[src/rtl/light_conv_defines.vh]
// Constants for the two-channel light conversion and threshold interrupt block.
`ifndef LIGHT_CONV_DEFINES_VH
`define LIGHT_CONV_DEFINES_VH

`define CLK_MHZ          20
`define STEP_TIME_US     2700
`define STEP_CYCLES      (`STEP_TIME_US * `CLK_MHZ)
`define MAINS_STEPS      37
`define RESULT_W         16

`define ADDR_LOW         7'h29
`define ADDR_FLOAT       7'h39
`define ADDR_HIGH        7'h49
`define ADDR_ALERT_RESP  7'h0c

`define CMD_BIT          7
`define CMD_CLEAR_BIT    6
`define SEL_CH0_LO       4'h0
`define SEL_CH0_HI       4'h1
`define SEL_CH1_LO       4'h2
`define SEL_CH1_HI       4'h3

`define STRAP_WAIT       2'h3

`endif

[src/rtl/pin_sync.v]
// Two-stage synchroniser with edge detection for asynchronous pins.
`timescale 1ns/1ps
`default_nettype none
module pin_sync #(
    parameter WIDTH = 4
) (
    // Clock and reset
    input  wire             clk_sys,
    input  wire             rstn,
    // Raw pins and synchronised views
    input  wire [WIDTH-1:0] din,
    output wire [WIDTH-1:0] level,
    output wire [WIDTH-1:0] rise,
    output wire [WIDTH-1:0] fall
);
    reg [WIDTH-1:0] meta;
    reg [WIDTH-1:0] stable;
    reg [WIDTH-1:0] prev;

    always @(posedge clk_sys or negedge rstn) begin
        if (!rstn) begin
            meta   <= {WIDTH{1'b1}};
            stable <= {WIDTH{1'b1}};
            prev   <= {WIDTH{1'b1}};
        end else begin
            meta   <= din;
            stable <= meta;
            prev   <= stable;
        end
    end

    assign level = stable;
    assign rise  = stable & ~prev;
    assign fall  = ~stable & prev;
endmodule // pin_sync
`default_nettype wire

[src/rtl/light_conversion_core.v]
// Conversion sequencer, threshold interrupt and two-wire slave of the light sensor.
`timescale 1ns/1ps
`default_nettype none
`include "light_conv_defines.vh"
module light_conversion_core #(
    parameter STEP_CYCLES = `STEP_CYCLES,
    parameter MAINS_STEPS = `MAINS_STEPS
) (
    // Clock and reset
    input  wire        clk_sys,
    input  wire        rstn,
    // Integrator charge quanta in, integrate and gain select out, same clock domain
    input  wire        ch0_quantum,
    input  wire        ch1_quantum,
    output reg         integrate,
    output reg  [1:0]  gain_sel,
    // Control inputs
    input  wire [7:0]  integration_cycle_count,
    input  wire [1:0]  gain_code,
    input  wire        mains_reject,
    input  wire [15:0] thresh_low,
    input  wire [15:0] thresh_high,
    input  wire [3:0]  persistence,
    input  wire        int_clear,
    input  wire        smb_variant,
    // Results and status
    output reg  [15:0] ch0_data,
    output reg  [15:0] ch1_data,
    output reg         conv_done,
    // Pins
    input  wire        scl_in,
    input  wire        sda_in,
    output reg         sda_o,
    output reg         sda_oe,
    output reg         int_o,
    output reg         int_oe,
    input  wire        addr_sel_hi,
    input  wire        addr_sel_lo
);
    localparam [6:0] S_IDLE = 7'h01, S_ADDR = 7'h02, S_AACK = 7'h04, S_WR = 7'h08,
                     S_WACK = 7'h10, S_RD = 7'h20, S_RACK = 7'h40;
    localparam [31:0] STEP_LAST_FULL  = STEP_CYCLES - 1;
    localparam [31:0] MAINS_LAST_FULL = MAINS_STEPS - 1;
    localparam [16:0] STEP_LAST       = STEP_LAST_FULL[16:0];
    localparam [5:0]  MAINS_LAST      = MAINS_LAST_FULL[5:0];

    wire [3:0] pin_level;
    wire [3:0] pin_rise;
    wire [3:0] pin_fall;

    pin_sync #(.WIDTH(4)) u_sync (
        .clk_sys (clk_sys),
        .rstn    (rstn),
        .din     ({addr_sel_lo, addr_sel_hi, sda_in, scl_in}),
        .level   (pin_level),
        .rise    (pin_rise),
        .fall    (pin_fall)
    );

    // Sequencer state.
    reg  [16:0] step_cnt;
    reg  [8:0]  steps;
    reg  [5:0]  phase;
    reg  [15:0] acc0;
    reg  [15:0] acc1;
    reg  [3:0]  persist_cnt;
    reg         pending;
    // Slave state.
    reg  [6:0]  state;
    reg  [3:0]  bitn;
    reg  [7:0]  shreg;
    reg  [7:0]  tx;
    reg         rw;
    reg         ara;
    reg         nacked;
    reg  [3:0]  reg_sel;
    reg  [7:0]  shadow_hi;
    reg  [6:0]  own_addr;
    reg  [1:0]  strap_wait;
    reg         cmd_clear;
    reg         ara_done;

    wire       step_tick = (step_cnt == STEP_LAST);
    wire [8:0] next_steps = steps + 9'h001;
    wire [5:0] next_phase = (phase == MAINS_LAST) ? 6'h00 : phase + 6'h01;
    wire [8:0] min_steps = (integration_cycle_count == 8'h00) ? 9'h001 : {1'b0, integration_cycle_count};
    wire       mains_ok = !mains_reject || (next_phase == 6'h00);
    wire       end_of_int = integrate && step_tick && (next_steps >= min_steps) && mains_ok;
    // The quantum of the closing cycle still belongs to this conversion.
    wire [15:0] next_acc0 = (ch0_quantum && acc0 != 16'hffff) ? acc0 + 16'h0001 : acc0;
    wire [15:0] next_acc1 = (ch1_quantum && acc1 != 16'hffff) ? acc1 + 16'h0001 : acc1;
    wire       out_of_range = (next_acc0 > thresh_high) || (next_acc0 < thresh_low);
    wire [3:0] next_persist = (persist_cnt == 4'hf) ? 4'hf : persist_cnt + 4'h1;

    always @(posedge clk_sys or negedge rstn) begin
        if (!rstn) begin
            integrate <= 1'b0;
            gain_sel  <= 2'h0;
            step_cnt  <= 17'h00000;
            steps     <= 9'h000;
            phase     <= 6'h00;
            acc0      <= 16'h0000;
            acc1      <= 16'h0000;
            ch0_data  <= 16'h0000;
            ch1_data  <= 16'h0000;
            conv_done <= 1'b0;
        end else begin
            conv_done <= 1'b0;
            if (!integrate) begin
                gain_sel  <= gain_code;
                integrate <= 1'b1;
                step_cnt  <= 17'h00000;
                steps     <= 9'h000;
                phase     <= 6'h00;
                acc0      <= 16'h0000;
                acc1      <= 16'h0000;
            end else if (end_of_int) begin
                ch0_data  <= next_acc0;
                ch1_data  <= next_acc1;
                conv_done <= 1'b1;
                integrate <= 1'b0;
            end else begin
                step_cnt <= step_tick ? 17'h00000 : step_cnt + 17'h00001;
                if (step_tick) begin
                    steps <= next_steps;
                    phase <= next_phase;
                end
                acc0 <= next_acc0;
                acc1 <= next_acc1;
            end
        end
    end

    always @(posedge clk_sys or negedge rstn) begin
        if (!rstn) begin
            persist_cnt <= 4'h0;
            pending     <= 1'b0;
            int_oe      <= 1'b0;
            int_o       <= 1'b0;
        end else begin
            int_o <= 1'b0;
            if (end_of_int) begin
                if (out_of_range)
                    persist_cnt <= next_persist;
                else
                    persist_cnt <= 4'h0;
            end
            // Setting wins over any clear arriving in the same cycle.
            if (end_of_int && out_of_range && next_persist >= persistence)
                pending <= 1'b1;
            else if (int_clear || cmd_clear)
                pending <= 1'b0;
            else if (smb_variant && ara_done)
                pending <= 1'b0;
            int_oe <= pending;
        end
    end

    always @(posedge clk_sys or negedge rstn) begin
        if (!rstn) begin
            strap_wait <= 2'h0;
            own_addr   <= `ADDR_FLOAT;
        end else if (strap_wait != `STRAP_WAIT) begin
            strap_wait <= strap_wait + 2'h1;
            if (pin_level[2])
                own_addr <= `ADDR_HIGH;
            else if (pin_level[3])
                own_addr <= `ADDR_LOW;
            else
                own_addr <= `ADDR_FLOAT;
        end
    end

    wire scl_rise = pin_rise[0];
    wire scl_fall = pin_fall[0];
    wire sda      = pin_level[1];
    wire bus_start = pin_fall[1] && pin_level[0];
    wire bus_stop  = pin_rise[1] && pin_level[0];
    wire load_rd = scl_fall && (((state == S_AACK) && rw) || ((state == S_RACK) && !nacked));
    reg  [7:0] rd_byte;

    always @* begin
        rd_byte = 8'h00;
        if (ara)
            rd_byte = {own_addr, 1'b0};
        else case (reg_sel)
            `SEL_CH0_LO: rd_byte = ch0_data[7:0];
            `SEL_CH0_HI: rd_byte = shadow_hi;
            `SEL_CH1_LO: rd_byte = ch1_data[7:0];
            `SEL_CH1_HI: rd_byte = shadow_hi;
            default:     rd_byte = 8'h00;
        endcase
    end

    always @(posedge clk_sys or negedge rstn) begin
        if (!rstn) begin
            state     <= S_IDLE;
            bitn      <= 4'h0;
            shreg     <= 8'h00;
            tx        <= 8'h00;
            rw        <= 1'b0;
            ara       <= 1'b0;
            nacked    <= 1'b0;
            reg_sel   <= 4'h0;
            shadow_hi <= 8'h00;
            sda_o     <= 1'b0;
            sda_oe    <= 1'b0;
            cmd_clear <= 1'b0;
            ara_done  <= 1'b0;
        end else begin
            cmd_clear <= 1'b0;
            ara_done  <= 1'b0;
            sda_o     <= 1'b0;
            if (bus_stop) begin
                state  <= S_IDLE;
                sda_oe <= 1'b0;
            end else if (bus_start) begin
                state  <= S_ADDR;
                bitn   <= 4'h0;
                sda_oe <= 1'b0;
            end else if (load_rd) begin
                // The whole coherent pair is taken when the low byte leaves.
                if (!ara && (reg_sel == `SEL_CH0_LO))
                    shadow_hi <= ch0_data[15:8];
                if (!ara && (reg_sel == `SEL_CH1_LO))
                    shadow_hi <= ch1_data[15:8];
                if (ara)
                    ara_done <= 1'b1;
                else
                    reg_sel <= reg_sel + 4'h1;
                sda_oe <= ~rd_byte[7];
                tx     <= {rd_byte[6:0], 1'b0};
                bitn   <= 4'h1;
                state  <= S_RD;
            end else if (scl_rise) begin
                if (state == S_ADDR || state == S_WR) begin
                    shreg <= {shreg[6:0], sda};
                    bitn  <= bitn + 4'h1;
                end else if (state == S_RACK) begin
                    nacked <= sda;
                end
            end else if (scl_fall) begin
                case (state)
                    S_ADDR: begin
                        if (bitn == 4'h8) begin
                            bitn <= 4'h0;
                            rw   <= shreg[0];
                            ara  <= 1'b0;
                            if (shreg[7:1] == own_addr) begin
                                sda_oe <= 1'b1;
                                state  <= S_AACK;
                            end else if (smb_variant && pending && shreg[0] &&
                                         shreg[7:1] == `ADDR_ALERT_RESP) begin
                                ara    <= 1'b1;
                                sda_oe <= 1'b1;
                                state  <= S_AACK;
                            end else begin
                                state <= S_IDLE;
                            end
                        end
                    end
                    S_AACK: begin
                        sda_oe <= 1'b0;
                        state  <= S_WR;
                    end
                    S_WR: begin
                        if (bitn == 4'h8) begin
                            bitn <= 4'h0;
                            if (shreg[`CMD_BIT]) begin
                                reg_sel   <= shreg[3:0];
                                cmd_clear <= shreg[`CMD_CLEAR_BIT];
                            end
                            sda_oe <= 1'b1;
                            state  <= S_WACK;
                        end
                    end
                    S_WACK: begin
                        sda_oe <= 1'b0;
                        state  <= S_WR;
                    end
                    S_RD: begin
                        if (bitn == 4'h8) begin
                            sda_oe <= 1'b0;
                            state  <= S_RACK;
                        end else begin
                            sda_oe <= ~tx[7];
                            tx     <= {tx[6:0], 1'b0};
                            bitn   <= bitn + 4'h1;
                        end
                    end
                    S_RACK: begin
                        state <= S_IDLE;
                    end
                    default: begin
                        state <= S_IDLE;
                    end
                endcase
            end
        end
    end
endmodule // light_conversion_core
`default_nettype wire

[config.mk]
export PLATFORM = sky130hd
export DESIGN_NAME = light_conversion_core
export DESIGN_NICKNAME = d
export VERILOG_FILES = /design/src/rtl/pin_sync.v /design/src/rtl/light_conversion_core.v
export VERILOG_INCLUDE_DIRS = /design/src /design/src/rtl
export SDC_FILE = /design/constraint.sdc
export NUM_CORES = 1
export LEC_CHECK = 0
export BUFFER_PORTS_ARGS = -buffer_cell sky130_fd_sc_hd__buf_2
export CAP_MARGIN = 20
export CORE_ASPECT_RATIO = 1.5
export CORE_MARGIN = 2
export CORE_UTILIZATION = 40
export CTS_CLUSTER_DIAMETER = 60
export CTS_CLUSTER_SIZE = 28
export DETAILED_ROUTE_END_ITERATION = 10
export PLACE_DENSITY_LB_ADDON = 0.3
export SLEW_MARGIN = 10
export SYNTH_ARGS = -nofsm -noshare
export SYNTH_HDL_FRONTEND = slang
export SYNTH_HIERARCHICAL = 1
export SYNTH_SLANG_ARGS = --single-unit
[constraint.sdc]
create_clock -name clk_sys -period 5.5 [get_ports clk_sys]
set_input_delay 0.55 -clock clk_sys [delete_from_list [all_inputs] [get_ports clk_sys]]
set_output_delay 0.55 -clock clk_sys [all_outputs]
set_load 0.05 [all_outputs]
==> flow_metrics.env <==
export IMPL_total_power_mw=3.00
export IMPL_hold_viol_final=0
export IMPL_arrival_ps=4420
export IMPL_post_cts_buffers=0
export IMPL_rsz0062_at_grt="false"
export IMPL_critPathCaptureType="flip-flop"
export IMPL_dp_hpwl_um=17600
export IMPL_dieArea_um2=25500
export IMPL_p_leak_nw=5.24
export IMPL_max_cap_violations=0
export IMPL_drt_pass1_iter_count=5
export IMPL_p_per_area_nw_per_um2=271
export IMPL_critical_path_required_ps=5880
export IMPL_cts_resized=0
export IMPL_area_growth_pct=13.9
export IMPL_clock_root_buffer="clkbuf_16"
export IMPL_outcome="complete, no violations"
export IMPL_h_tree_depth=4
export IMPL_wl_um=23900
export IMPL_via_per_inst=5.47
export IMPL_clock_path_buffers=2
export IMPL_cp_top_family="compound AO/OA/AOI/OAI gates"
export IMPL_period_minus_slack_ps=4040
export IMPL_drtAntennaViolNets=0
export IMPL_avgSynthCellArea_um2=9.49
export IMPL_postCtsHoldBufs=0
export IMPL_netlist_area_um2=9700
export IMPL_chipHeight_um=195
export IMPL_n_fill_cell=2263
export IMPL_fin_nets=1212
export IMPL_setup_viol_count_final=0
export IMPL_dr_first_iter_drc_count=431
export IMPL_overflow=0
export IMPL_port_buffers=94
export IMPL_fp_dieW_um=131
export IMPL_initial_core_util=0.409
export IMPL_drive_gt1_frac=0.175
export IMPL_slowest_delay_ps=530
export IMPL_setup_worst_path_class="flip-flop to flip-flop"
export IMPL_crit_slowest_cell="nor3_1"
export IMPL_slew_violations=0
export IMPL_setup_tns_ps=0
export IMPL_timing_worst_slew_pin_value_ps=1090
export IMPL_min_period_over_period=0.735
export IMPL_hp_class="input port to async pin"
export IMPL_path_clk_slew_ps=70
export IMPL_path_buf_inv=0
export IMPL_clk_latency_ps=440
export IMPL_grt_pass1_wl_um=39700
export IMPL_wire_per_inst_um=16.7
export IMPL_core_area_um2=23700
export IMPL_vdd_ir_drop_worst_mv=0.211
export IMPL_cp_max_fo=7
export IMPL_num_vias=7832
export IMPL_first_global_vias=7986
export IMPL_grt_max_degree=75
export IMPL_antennaDiodeCount=0
export IMPL_io_pin_count=97
export IMPL_antenna_found_initial=0
export IMPL_gp_congestion=0.851
export IMPL_cts_buffers=17
export IMPL_max_freq_mhz=248
export IMPL_startpoint_type="flip-flop"
export IMPL_postSynthCellCount=1023
export IMPL_maxSlewHeadroom=0.275
export IMPL_cts_num_sinks=165
export IMPL_grt_use_total=0.194
export IMPL_drc=0
export IMPL_rows=69
export IMPL_yosys_warnings=6
export IMPL_fin_worst_skew_ps=13.5
export IMPL_cts_tree="done"
export IMPL_worstPathCellList="ha_1 -> nand3_1 -> o41ai_4 -> nor3_1 -> nand3_1 -> xnor2_1 -> ha_1 -> a211oi_1 -> o21bai_1 -> a2111o_1 -> a221oi_1 -> nand2_1 -> a21oi_2 -> a22o_1"
==> stage by stage <==
step	setup slack [ps]	hold WS (ps)	utilization	instance area, um^2	std cells
2_1_floorplan	1990	254	-	9710	1024
3_3_place_gp	1570	347	0.439	10400	1399
3_5_place_dp	1490	347	0.439	10400	1399
4_1_cts	1460	150	0.465	11000	1431
5_1_grt	1180	167	0.465	11000	1431
6_report	1460	114	0.465	11000	1431
==> layer usage <==
layer | up-vias | global-route usage | part of all wire
met5 | - | 0 | 0
met3 | 54 | 0.0381 | 0.038
met2 | 168 | 0.343 | 0.51
li1 | 3804 | - | -
met1 | 3806 | 0.221 | 0.40
met4 | 0 | 0.0998 | 0.044
==> sequential cells by signal (all words and copies together) (netlist names), 2 cells and up <==
register and cells:
persist_cnt 4, shreg 8, ch0_data 16, bitn 4, ch1_data 16, acc0 16, state 7, shadow_hi 8
strap_wait 2, u_sync/prev 2, own_addr 3, gain_sel 2, steps 9, u_sync/level 4, phase 6, acc1 16
step_cnt 17, tx 7, u_sync/meta 4, reg_sel 4
==> final cells by class <==
type	count	area (um^2)	area share
timing repair buffer	100	522	0.0472
inverter	62	233	0.0211
clock inverter	13	173	0.0156
multi-input combinational	753	5120	0.464
tap	319	399	0.0361
sequential	165	4150	0.375
clock buffer	19	453	0.0410
==> cell usage in the layout, fill, tap and decap left out, types with 8 or more instances in the layout <==
cell,instances
dfrtp_1,152
nand2_1,95
buf_2,93
o21ai_0,76
nor2_1,68
inv_1,60
a21oi_1,60
ha_1,56
nand3_1,38
xnor2_1,32
or3_1,32
xor2_1,30
mux2_2,27
mux2i_1,25
nand4_1,25
clkbuf_16,17
nor3_1,14
dfstp_2,13
a211oi_1,11
o21ai_1,11
nand2b_1,9
o21a_1,9
and3_1,8
nor4_1,8
and2_1,8
==> final timing paths <==
path | depth (start not counted) | start | to | slack, ps
worst max-delay path | 14 | acc0[0] | persist_cnt[0] | 1460
worst min-delay path | 1 | rstn | bitn[1] | 110
worst max register to register | 14 | acc0[0] | persist_cnt[0] | 1460
worst min register to register | 0 | u_sync/meta[2] | u_sync/level[2] | 360
max in group asynchronous | 2 | rstn | steps[2] | 4170
min in group clk_sys | 1 | sda_in | u_sync/meta[1] | 210
==> where the power goes <==
part / switching (mW) / internal (mW)
Combinational: 0.218 / 0.154
Sequential: 0.0836 / 1.28
Clock: 0.515 / 0.745
Total: 0.817 / 2.18
Note: power is estimated with default switching activity, not from simulation.
